==> src/pic_cfg.svh <==
`ifndef PIC_CFG_SVH
`define PIC_CFG_SVH

// ==========================================================================
// Register indices on the special-purpose data port
`define PIC_ADDR_HALL_EDGE 5'h00
`define PIC_ADDR_PIN_EDGE 5'h01
`define PIC_ADDR_GLOBAL_AND_LEVELS_1_3 5'h02
`define PIC_ADDR_LEVELS_4_7_CONTROL 5'h03
`define PIC_ADDR_LEVELS_8_11_CONTROL 5'h04
`define PIC_ADDR_LEVELS_12_15_CONTROL 5'h05
`define PIC_ADDR_HALL_GROUP_IRQ 5'h06
`define PIC_ADDR_MAP0 5'h0e
`define PIC_NUM_MFI 8
`define PIC_NUM_MAP 8

// ==========================================================================
// Reset values and field layout
`define PIC_REG_RST 8'h00
`define PIC_HALL_EDGE_MASK 8'h7f
`define PIC_PIN_EDGE_MASK 8'h0f
`define PIC_HSEL_BIT 6
`define PIC_PREEMPT_LSB 2
`define PIC_GIE_BIT 0
`define PIC_FLAG_LSB 4
`define PIC_LOW_LEVELS 3
// Implemented bits of the eight multi-function registers, group 7 down to 0
`define PIC_MFI_IMPL 64'hff33_3333_3333_ff77
`define PIC_MAP_MASK 64'h0fff_ffff_ffff_ffff

`endif

==> src/pic_pkg.sv <==
`default_nettype none

package pic_pkg;
  typedef logic [7:0] pic_byte_t;
  typedef logic [4:0] pic_addr_t;
  typedef logic [3:0] pic_level_t;
  typedef enum logic [1:0] {
    PIC_EDGE_OFF = 2'h0,
    PIC_EDGE_RISE = 2'h1,
    PIC_EDGE_FALL = 2'h2,
    PIC_EDGE_BOTH = 2'h3
  } pic_edge_e;
endpackage : pic_pkg

`default_nettype wire

==> src/pic_controller.sv <==
// Contract
// Hall A/B/C grouped as number 1
// PWM period/duty0-2 number 3; duty3 number 4
// A/D autoscan and normal EOC number 8
// Comparator 2, overflow 5, compare 6, limit 7
// Edge pin 12, filtered pin 13
// Timers 9,10,11,14; serial/misc group 15
// Flagless sources use level enable and flag
// Hall edge select off/rise/fall/both
// External pin edge select off/rise/fall/both
// Preempt control field stored, read/write
// Global enable gates all servicing
// Levels 1-3 flags and enables layout
// Levels 4-7 flags and enables layout
// Levels 8-15 flags and enables layout
// Flags read pending, software writable; enables
// Reset to zero, unimplemented bits read zero
// Accepted call suspends program until return
// Unassigned number sets only source flag
// Number on several levels calls each
// Fifteen levels, vector four times level
// Software maps levels, clears flags once
// Level flag set when number signals
// Request needs global, level enable, flag
`timescale 1ns/1ps
`default_nettype none
`include "pic_cfg.svh"

module pic_controller (
  // Clock and reset
  input wire logic i_clk,
  input wire logic i_rst_n,
  // Register port
  input wire pic_pkg::pic_addr_t i_reg_addr,
  input wire logic i_reg_wr,
  input wire pic_pkg::pic_byte_t i_reg_wdata,
  output logic [7:0] o_reg_rdata,
  // Pins
  input wire logic [2:0] i_hall_pin,
  input wire logic i_ext_irq_pin,
  input wire logic i_filtered_irq_pin,
  // Internal event pulses
  input wire logic i_comparator_event,
  input wire logic [3:0] i_pwm_event,
  input wire logic i_pwm_duty3_event,
  input wire logic i_capture_overflow_event,
  input wire logic i_capture_compare_event,
  input wire logic i_adc_limit_event,
  input wire logic [1:0] i_adc_eoc_event,
  input wire logic [1:0] i_timer2_event,
  input wire logic [1:0] i_timer0_event,
  input wire logic [1:0] i_timer1_event,
  input wire logic [1:0] i_timer3_event,
  input wire logic [3:0] i_serial_misc_event,
  // Processor core
  output logic o_irq_req,
  output logic [7:0] o_irq_vector,
  input wire logic i_irq_ack,
  input wire logic i_irq_return,
  output logic [1:0] o_vector_preempt_ctrl,
  output logic o_hall_source_sel
);
  import pic_pkg::*;

  // ========================================================================
  // Edge qualification
  function automatic logic edge_hit(input pic_edge_e sel, input logic rise, input logic fall);
    edge_hit = ((sel == PIC_EDGE_RISE) && rise) || ((sel == PIC_EDGE_FALL) && fall) ||
               ((sel == PIC_EDGE_BOTH) && (rise || fall));
  endfunction : edge_hit

  // ========================================================================
  // Storage
  pic_byte_t hall_edge_r;
  pic_byte_t pin_edge_r;
  logic gie_r;
  logic [15:1] lvl_en_r;
  logic [15:1] lvl_flag_r;
  pic_byte_t mfi_r [`PIC_NUM_MFI];
  pic_byte_t map_r [`PIC_NUM_MAP];
  logic [3:0] mf_prev_r [`PIC_NUM_MFI];
  logic req_r;
  pic_level_t sel_lvl_r;
  logic [7:0] vec_r;
  logic [7:0] rdata_r;

  // ========================================================================
  // Pin synchronisers; a change counts once stages two and three agree
  logic [4:0] pin_in;
  logic [4:0] pin_s1_r, pin_s2_r, pin_s3_r;
  logic [4:0] pin_stable_r;
  logic [4:0] pin_rise;
  logic [4:0] pin_fall;
  logic [4:0] pin_evt;
  pic_edge_e pin_sel [5];

  assign pin_in = {i_filtered_irq_pin, i_ext_irq_pin, i_hall_pin};
  assign pin_sel[0] = pic_edge_e'(hall_edge_r[1:0]);
  assign pin_sel[1] = pic_edge_e'(hall_edge_r[3:2]);
  assign pin_sel[2] = pic_edge_e'(hall_edge_r[5:4]);
  assign pin_sel[3] = pic_edge_e'(pin_edge_r[1:0]);
  // The filtered pin has no edge select; it is taken on rising edges
  assign pin_sel[4] = PIC_EDGE_RISE;

  genvar gp;
  generate
    for (gp = 0; gp < 5; gp++) begin : g_pin
      assign pin_rise[gp] = (pin_s2_r[gp] == pin_s3_r[gp]) && pin_s3_r[gp] && !pin_stable_r[gp];
      assign pin_fall[gp] = (pin_s2_r[gp] == pin_s3_r[gp]) && !pin_s3_r[gp] && pin_stable_r[gp];
      assign pin_evt[gp] = edge_hit(pin_sel[gp], pin_rise[gp], pin_fall[gp]);
    end
  endgenerate

  always_ff @(posedge i_clk or negedge i_rst_n) begin
    if (!i_rst_n) begin
      pin_s1_r <= 5'h00;
      pin_s2_r <= 5'h00;
      pin_s3_r <= 5'h00;
      pin_stable_r <= 5'h00;
    end else begin
      pin_s1_r <= pin_in;
      pin_s2_r <= pin_s1_r;
      pin_s3_r <= pin_s2_r;
      pin_stable_r <= (pin_s2_r == pin_s3_r) ? pin_s3_r : pin_stable_r;
    end
  end

  // ========================================================================
  // Multi-function groups: source flags in the high nibble, enables low
  logic [3:0] mf_evt [`PIC_NUM_MFI];
  logic [3:0] mf_act [`PIC_NUM_MFI];
  logic [7:0] mf_hit;
  logic [7:0] mf_wr;
  logic [63:0] mfi_impl;

  assign mfi_impl = `PIC_MFI_IMPL;
  assign mf_evt[0] = {1'b0, pin_evt[2:0]};
  assign mf_evt[1] = i_pwm_event;
  assign mf_evt[2] = {2'b00, i_adc_eoc_event};
  assign mf_evt[3] = {2'b00, i_timer2_event};
  assign mf_evt[4] = {2'b00, i_timer0_event};
  assign mf_evt[5] = {2'b00, i_timer1_event};
  assign mf_evt[6] = {2'b00, i_timer3_event};
  assign mf_evt[7] = i_serial_misc_event;

  genvar gm;
  generate
    for (gm = 0; gm < `PIC_NUM_MFI; gm++) begin : g_mfi
      logic [7:0] nxt;
      assign mf_wr[gm] = i_reg_wr && (i_reg_addr == (`PIC_ADDR_HALL_GROUP_IRQ + 5'(gm)));
      assign mf_act[gm] = mfi_r[gm][7:4] & mfi_r[gm][3:0];
      // A group signals its number when any source newly has flag and enable both set
      assign mf_hit[gm] = |(mf_act[gm] & ~mf_prev_r[gm]);
      // Hardware set wins over a software clear in the same cycle
      assign nxt = ((mf_wr[gm] ? i_reg_wdata : mfi_r[gm]) | {mf_evt[gm], 4'h0}) &
                   mfi_impl[gm*8 +: 8];
      always_ff @(posedge i_clk or negedge i_rst_n) begin
        if (!i_rst_n) begin
          mfi_r[gm] <= `PIC_REG_RST;
          mf_prev_r[gm] <= 4'h0;
        end else begin
          mfi_r[gm] <= nxt;
          mf_prev_r[gm] <= mf_act[gm];
        end
      end
    end
  endgenerate

  // ========================================================================
  // Interrupt numbers; bit 0 stands for an unassigned level
  logic [15:0] num_vec;

  assign num_vec = {mf_hit[7], mf_hit[6], pin_evt[4], pin_evt[3],
                    mf_hit[5], mf_hit[4], mf_hit[3], mf_hit[2],
                    i_adc_limit_event, i_capture_compare_event,
                    i_capture_overflow_event, i_pwm_duty3_event,
                    mf_hit[1], i_comparator_event, mf_hit[0], 1'b0};

  // ========================================================================
  // Priority map and level flags
  logic [63:0] map_flat;
  logic [15:1] lvl_hit;
  logic [15:1] lvl_wr;
  logic [15:1] pend;
  logic [3:0] intc_wr;
  logic ack_take;

  assign ack_take = i_irq_ack && req_r;
  assign intc_wr[0] = i_reg_wr && (i_reg_addr == `PIC_ADDR_GLOBAL_AND_LEVELS_1_3);
  assign intc_wr[1] = i_reg_wr && (i_reg_addr == `PIC_ADDR_LEVELS_4_7_CONTROL);
  assign intc_wr[2] = i_reg_wr && (i_reg_addr == `PIC_ADDR_LEVELS_8_11_CONTROL);
  assign intc_wr[3] = i_reg_wr && (i_reg_addr == `PIC_ADDR_LEVELS_12_15_CONTROL);

  genvar gl;
  generate
    for (gl = 0; gl < `PIC_NUM_MAP; gl++) begin : g_map
      assign map_flat[gl*8 +: 8] = map_r[gl];
    end
    for (gl = 1; gl <= 15; gl++) begin : g_lvl
      localparam int REG = (gl <= `PIC_LOW_LEVELS) ? 0 : gl / 4;
      localparam int EBIT = (gl <= `PIC_LOW_LEVELS) ? gl : gl % 4;
      localparam int FBIT = (gl <= `PIC_LOW_LEVELS) ? gl + `PIC_LOW_LEVELS : gl % 4 + `PIC_FLAG_LSB;
      logic flag_nxt;
      // An unassigned level reads bit 0 and never fires; a shared number fires every level
      assign lvl_hit[gl] = num_vec[map_flat[(gl-1)*4 +: 4]];
      assign lvl_wr[gl] = intc_wr[REG];
      assign pend[gl] = gie_r && lvl_en_r[gl] && lvl_flag_r[gl];
      assign flag_nxt = (lvl_wr[gl] ? i_reg_wdata[FBIT] :
                         ((ack_take && (sel_lvl_r == 4'(gl))) ? 1'b0 : lvl_flag_r[gl])) |
                        lvl_hit[gl];
      always_ff @(posedge i_clk or negedge i_rst_n) begin
        if (!i_rst_n) begin
          lvl_flag_r[gl] <= 1'b0;
          lvl_en_r[gl] <= 1'b0;
        end else begin
          lvl_flag_r[gl] <= flag_nxt;
          lvl_en_r[gl] <= lvl_wr[gl] ? i_reg_wdata[EBIT] : lvl_en_r[gl];
        end
      end
    end
  endgenerate

  // ========================================================================
  // Selection: the lowest pending level has the highest priority
  pic_level_t best;

  always_comb begin
    best = 4'h0;
    for (int l = 15; l >= 1; l--) begin
      if (pend[l]) begin
        best = 4'(l);
      end
    end
  end

  // ========================================================================
  // Control registers and core handshake
  always_ff @(posedge i_clk or negedge i_rst_n) begin
    if (!i_rst_n) begin
      hall_edge_r <= `PIC_REG_RST;
      pin_edge_r <= `PIC_REG_RST;
      gie_r <= 1'b0;
    end else begin
      if (i_reg_wr && (i_reg_addr == `PIC_ADDR_HALL_EDGE)) begin
        hall_edge_r <= i_reg_wdata & `PIC_HALL_EDGE_MASK;
      end
      if (i_reg_wr && (i_reg_addr == `PIC_ADDR_PIN_EDGE)) begin
        pin_edge_r <= i_reg_wdata & `PIC_PIN_EDGE_MASK;
      end
      // Entry masks further calls until the core returns; a write takes precedence
      if (intc_wr[0]) begin
        gie_r <= i_reg_wdata[`PIC_GIE_BIT];
      end else if (ack_take) begin
        gie_r <= 1'b0;
      end else if (i_irq_return) begin
        gie_r <= 1'b1;
      end
    end
  end

  generate
    for (gl = 0; gl < `PIC_NUM_MAP; gl++) begin : g_mapreg
      logic [63:0] map_mask;
      assign map_mask = `PIC_MAP_MASK;
      always_ff @(posedge i_clk or negedge i_rst_n) begin
        if (!i_rst_n) begin
          map_r[gl] <= `PIC_REG_RST;
        end else if (i_reg_wr && (i_reg_addr == (`PIC_ADDR_MAP0 + 5'(gl)))) begin
          map_r[gl] <= i_reg_wdata & map_mask[gl*8 +: 8];
        end
      end
    end
  endgenerate

  // Request and vector are registered together so the vector never runs ahead
  always_ff @(posedge i_clk or negedge i_rst_n) begin
    if (!i_rst_n) begin
      req_r <= 1'b0;
      sel_lvl_r <= 4'h0;
      vec_r <= 8'h00;
    end else begin
      req_r <= (best != 4'h0) && !ack_take;
      sel_lvl_r <= best;
      vec_r <= {2'b00, best, 2'b00};
    end
  end

  // ========================================================================
  // Read-back, one cycle after the address
  logic [7:0] rd_mux;
  logic [7:0] intc_rd [4];
  logic [4:0] map_idx, mfi_idx;

  assign intc_rd[0] = {1'b0, lvl_flag_r[3:1], lvl_en_r[3:1], gie_r};
  assign intc_rd[1] = {lvl_flag_r[7:4], lvl_en_r[7:4]};
  assign intc_rd[2] = {lvl_flag_r[11:8], lvl_en_r[11:8]};
  assign intc_rd[3] = {lvl_flag_r[15:12], lvl_en_r[15:12]};
  assign map_idx = i_reg_addr - `PIC_ADDR_MAP0;
  assign mfi_idx = i_reg_addr - `PIC_ADDR_HALL_GROUP_IRQ;
  assign rd_mux = (i_reg_addr == `PIC_ADDR_HALL_EDGE) ? hall_edge_r :
                  (i_reg_addr == `PIC_ADDR_PIN_EDGE) ? pin_edge_r :
                  (i_reg_addr < `PIC_ADDR_HALL_GROUP_IRQ) ? intc_rd[2'(i_reg_addr - `PIC_ADDR_GLOBAL_AND_LEVELS_1_3)] :
                  (i_reg_addr < `PIC_ADDR_MAP0) ? mfi_r[3'(mfi_idx)] :
                  (map_idx < 5'(`PIC_NUM_MAP)) ? map_r[3'(map_idx)] : 8'h00;

  always_ff @(posedge i_clk or negedge i_rst_n) begin
    if (!i_rst_n) begin
      rdata_r <= 8'h00;
    end else begin
      rdata_r <= rd_mux;
    end
  end

  assign o_reg_rdata = rdata_r;
  assign o_irq_req = req_r;
  assign o_irq_vector = vec_r;
  assign o_vector_preempt_ctrl = pin_edge_r[`PIC_PREEMPT_LSB +: 2];
  assign o_hall_source_sel = hall_edge_r[`PIC_HSEL_BIT];
endmodule : pic_controller

`default_nettype wire

==> config.mk <==
export PLATFORM = sky130hd
export DESIGN_NAME = pic_controller
export DESIGN_NICKNAME = d
export VERILOG_FILES = /design/src/pic_pkg.sv /design/src/pic_controller.sv
export VERILOG_INCLUDE_DIRS = /design/src
export SDC_FILE = /design/constraint.sdc
export NUM_CORES = 1
export LEC_CHECK = 0
export BUFFER_PORTS_ARGS = -buffer_cell sky130_fd_sc_hd__buf_2
export CORE_UTILIZATION = 41
export CTS_BUF_LIST = sky130_fd_sc_hd__clkbuf_4
export DETAILED_ROUTE_END_ITERATION = 16
export PLACE_DENSITY_LB_ADDON = 0.3
export RECOVER_POWER = 25
export SLEW_MARGIN = 20
export SYNTH_ARGS = -nofsm -noshare
export SYNTH_HDL_FRONTEND = slang
export SYNTH_SLANG_ARGS = --single-unit
==> constraint.sdc <==
create_clock -name i_clk -period 4.5 [get_ports i_clk]
set_input_delay 0.45 -clock i_clk [delete_from_list [all_inputs] [get_ports i_clk]]
set_output_delay 0.45 -clock i_clk [all_outputs]
set_load 0.005 [all_outputs]
# == Yosys cells after proc, flatten, opt, wreduce, memory -nomap -nowiden ==
# Index checks and enable logic that the tools add are counted.
# classes
n_addsub,3
n_lt_le_gt_ge,21
eq_ne,54
muxes,100
bitwise_logic,50
n_reduce_logical,132
# op_table
cell,n
two-way mux 8 bit,13
logical AND 1 bit,99
< comparator 4 x 5 -> 1 bit (second input constant),15
binary-select mux 1 bit (select 4 bit),15
two-way mux 4 bit,15
binary-select mux 8 bit (select 3 bit),2
two-way mux 1 bit,48
equality test 5 x 4 -> 1 bit (second input constant),8
equality test 4 bit (second input constant),8
OR reduction 4 bit,8
equality test 5 bit (second input constant),6
two-way mux 6 bit,5
OR 6 bit,5
AND 2 x 4 -> 4 bit,5
equality test 5 x 3 -> 1 bit (second input constant),4
NOT 2 -> 4 bit,5
AND 4 bit,4
binary-select mux 8 bit (select 2 bit),1
equality test 2 bit (second input constant),8
equality test 4 x 3 -> 1 bit (second input constant),4
OR 8 bit,2
OR 1 bit,15
logical OR 1 bit,12
NOT 3 -> 4 bit,3
other kinds (25),50
# totals
reg_bits,198
elab_cells,424

# == Logic depth before layout (Yosys ltp) ==
# logic_depth
ltp_word,19
mapped_depth,8
depth_no_buf,7

# == Least setup slack after synthesis ==
# Ideal clock, no wire load.
# synth_path
path_kind,in2reg
from,input port i_reg_addr[1]
to,register rdata_r[2] (netlist: o_reg_rdata[2])
setup_ns,0.134
arrival_ns,1.902
t_required_ns,4.366
slack_ns,2.464
path_stages,6
path_cell_list,ha_1 -> buf_2 -> buf_1 -> mux2_2 -> a222oi_1 -> a21oi_1
# synth_between
elab_chain_cells,10
# synth_rtl
element,line_no,source
from (decl),pic_controller.sv:34,"input wire pic_pkg::pic_addr_t i_reg_addr,"
subtractor 5 x 4 -> 5 bit (no line),-,
NOT 3 -> 4 bit (implied by the code),pic_controller.sv:304,(map_idx < 5'(`PIC_NUM_MAP)) ? map_r[3'(map_idx)] : 8'h00;
binary-select mux 8 bit (select 3 bit),pic_controller.sv:304,
two-way mux 8 bit (implied by the code) (2 in a row),pic_controller.sv:304,
two-way mux 8 bit,pic_controller.sv:304,
two-way mux 8 bit,pic_controller.sv:303,(i_reg_addr < `PIC_ADDR_MAP0) ? mfi_r[3'(mfi_idx)] :
two-way mux 8 bit,pic_controller.sv:302,(i_reg_addr < `PIC_ADDR_HALL_GROUP_IRQ) ? intc_rd[2'(i_reg_addr - `PIC_ADDR_GLOBAL_AND_LEVELS_1_3)] :
two-way mux 8 bit,pic_controller.sv:301,(i_reg_addr == `PIC_ADDR_PIN_EDGE) ? pin_edge_r :
two-way mux 8 bit (*),pic_controller.sv:300,assign rd_mux = (i_reg_addr == `PIC_ADDR_HALL_EDGE) ? hall_edge_r :
net rd_mux[2],pic_controller.sv:290,logic [7:0] rd_mux;
to (signal assigned),pic_controller.sv:310,rdata_r <= rd_mux;
to (decl),pic_controller.sv:85,logic [7:0] rdata_r;
# Mark *: on every way through the listed nets, which the timed path passes. The rest lies on a longest branch. The select of a mux whose other input is x is not followed.
# A chain may end at the register's enable or synchronous reset.

==> results.cfg <==
[logic_synthesis]
postSynth.topFlopCell = dfrtp_1
syn_area_mm2 = 0.0118
library_cell_with_the_largest_summed_area_after_synthesis = dfrtp_1
postSynthAreaPerCell_um2 = 10.8
synthTopCellsByArea = dfrtp_1, mux2_2, mux4_2
synth.yosys.warnings = 0
synthesized_instance_count = 1091
synth.top_cells.by_count = dfrtp_1, mux2_2, nand2_1
post_synth_num_cell_types = 68
synth-edff-count = 0
ys_seq_area_frac = 0.421
synthMostInstantiatedCell = dfrtp_1
postSynthRegisterBits = 198
yosysTopAreaCellShare = 0.421
ys_async_sr_fraction = 1.00

[clocking]
tritoncts.num_buffers = 17
clock_tree.htree_level_count = 4
cts_repair_resize_count = 0
clk-insertion-delay-late_ns = 0.63
cts_tree = built
clockRootBuffer = clkbuf_4
cts_max_path_buffers = 2
clock_sink_count = 198
clkTransAtPathRegs_ns = 0.17

[pwr]
leakagePower_uw = 0.00521
clock_power_share = 0.185
ir_worst_vdd_mv = 0.205
netSwitchingFraction = 0.389
share_comb_of_total_power = 0.313
power_switching_uw = 2090
power_uw = 5360
power.density_mw_per_mm2 = 421
intPower_uw = 3270
power_frac_seq = 0.502

[grt]
grt_pass1_wl_mm = 57.6
initial_antenna_violation_count = 2
first_global_vias = 9023
overflow = 0
grt_usage = 0.267
pin_count_of_the_biggest_net_entering_global_routing = 116

[worst_setup_path]
slack_of_the_worst_reg_to_reg_path_ns = 1.72
worstSetupStartpoint = mfi_r[57]$_DFFE_PN0P_
critPathMaxStageDelay_ns = 0.88
setup.worst_path.end = intc_rd[30]$_DFF_PN0_
critical_path_required_ns = 4.98
critPathSlowestCell = a221oi_4
regToRegEndpoint = intc_rd[30]$_DFF_PN0_
kind_of_capture_point_of_the_worst_setup_path = flip-flop
rr_worst_depth = 5
rr_startpoint = mfi_r[57]$_DFFE_PN0P_
arrival_ns = 3.27
critPathMaxFanout = 15
crit_chain = and2_0 -> a221oi_4 -> nor3b_1 -> o311ai_0 -> nand4_1
worstSetupPathType = reg2reg
start_kind = flip-flop

[final_layout]
layout.core_utilization = 0.455
drive_gt1_frac = 0.244
final_design_area_no_fill_mm2 = 0.0127
multiInputGateArea_mm2 = 0.00627
syn2layout_area_growth_pct = 8.34
finalNetCount = 1172
n_fill_cell = 2630
sequential_cell_area_mm2 = 0.00495

[sta]
max_slew.worst_pin.slew_ns = 1.15
finalHoldViolations = 0
timing_max_transition_violations_final = 0
timing.clock.skew_ns = 0.0412
fmax_mhz = 359
finalCritPeriodShare = 0.619
setup_violation_total_in_the_final_timing_report = 0
sum_of_negative_setup_slack_ns = 0
max_slew_margin = 0.236
rsz_0062_raised_after_global_routing = no
finalCriticalPeriod_ns = 2.78

[place]
gp_congestion = 0.965
detailed_place_hpwl_mm = 26.1
buffer_ports.inserted = 61
placement.cell_area_mm2 = 0.0122

[drt]
detailroute.via_count = 9496
detail_route.wl_per_cell_um = 24.8
ant_nets = 0
route.detailed.drc = 0
highest-signal-layer = met4
vias_cell = 6.28
drtPass1Iterations = 6
met1Wirelength_mm = 16.1
detail_route.wirelength_mm = 37.5
dr_wl_met3_mm = 3.60
drt_first_iter_violations = 1308
total_met2_wirelength_after_detailed_routing_mm = 16.7

[floorplanning]
die-width_um = 171
dieArea_mm2 = 0.0294
num_io_pins = 66
die-height_um = 171
row_count = 61
initial_utilization = 0.420
placeableCoreArea_mm2 = 0.0280

[run]
timing.max_cap.violations = 0

[hold_path]
min-delay-path-class = in2reg
min_from = i_irq_ack

[run_status]
outcome = finished, final reports clean
-- timing repair --
item,4_1_cts,5_1_grt
hold endpoints to repair,66,0
hold buffers,24,0
buffers inserted,0,0
-- stage by stage --
| stage | std cells | setup slack [ns] | hold WS, ns |
|---|---|---|---|
| global route | 1512 | 1.67 | 0.0669 |
| floorplan | 1094 | 2.46 | 0.154 |
| finish | 1513 | 1.72 | 0.0968 |
| detailed placement | 1451 | 1.63 | 0.337 |
| CTS | 1507 | 1.92 | 0.0689 |
| global placement | 1451 | 1.75 | 0.333 |
-- flip-flops by register name (all words and copies together) (netlist names) --
register	flops
pin_stable_r	5
pin_s2_r	5
pin_edge_r	4
map_flat	60
pin_s1_r	5
o_irq_vector	4
gie_r	1
hall_edge_r	7
o_irq_req	1
pin_s3_r	5
o_reg_rdata	8
intc_rd	30
mfi_r	42
mf_prev_r	21
-- layout by cell type (no fill, tap or decap), drive strengths merged, types with 22 or more instances in the layout --
master / count
a21oi: 50
mux4: 41
mux2: 127
buf: 68
mux2i: 33
nand2: 80
nor2b: 30
inv: 40
nor2: 48
nand3: 27
nand3b: 22
dlygate4sd3: 24
nand2b: 25
o21ai: 44
dfrtp: 198
-- metal layers --
metal  vias to the layer above  track usage
li1                       4124            -
met1                      4712        0.382
met2                       568        0.401
met3                        92       0.0506
met4                         0       0.0959
met5                         -            0
-- power groups by stage --
| stage | registers (uW) | logic, uW | clock network [uW] |
|---|---|---|---|
| after floorplan | 2360 | 1320 | 0 |
| after global placement | 2690 | 1600 | 0 |
| after detailed placement | 2690 | 1630 | 0 |
| after CTS | 2660 | 1660 | 1020 |
| after global routing | 2730 | 1820 | 1080 |
| final | 2690 | 1680 | 992 |
-- worst min path at each step --
stage | end | slack (ns) | depth (start not counted)
6_report | o_irq_req$_DFF_PN0_ | 0.1 | 2
5_1_grt | o_irq_req$_DFF_PN0_ | 0.07 | 2
4_1_cts | o_irq_req$_DFF_PN0_ | 0.07 | 2
3_5_place_dp | pin_s2_r[4]$_DFF_PN0_ | 0.34 | 0
3_3_place_gp | pin_s2_r[4]$_DFF_PN0_ | 0.33 | 0
2_1_floorplan | gie_r$_DFFE_PN0P_ | 0.15 | 0
-- layout make-up --
| class | instances | area share |
|---|---|---|
| Inverter | 36 | 0.0106 |
| Tap cell | 378 | 0.0371 |
| Clock inverter | 13 | 0.0115 |
| Timing Repair Buffer | 93 | 0.0482 |
| Sequential cell | 198 | 0.389 |
| Clock buffer | 19 | 0.0112 |
| Multi-Input combinational cell | 770 | 0.492 |
| Antenna cell | 6 | 0.00118 |
-- worst max-delay path, delay by kind of cell (launching register included) --
kind	cells	cell delay, ns
flops	1	0.44
simple gates	3	0.48
compound gates	2	1.71
-- cells by family after synthesis --
| group | after synthesis | synth area share |
|---|---|---|
| AOI/OAI and AO/OA | 237 | 0.140 |
| DFF | 198 | 0.421 |
| adders and majority gates | 10 | 0.0106 |
| and+or+nand+nor | 318 | 0.149 |
| other | 1 | 0.000319 |
| buffers and inverters | 126 | 0.0483 |
| muxes | 201 | 0.230 |
Note: power is estimated with default switching activity, not from simulation.
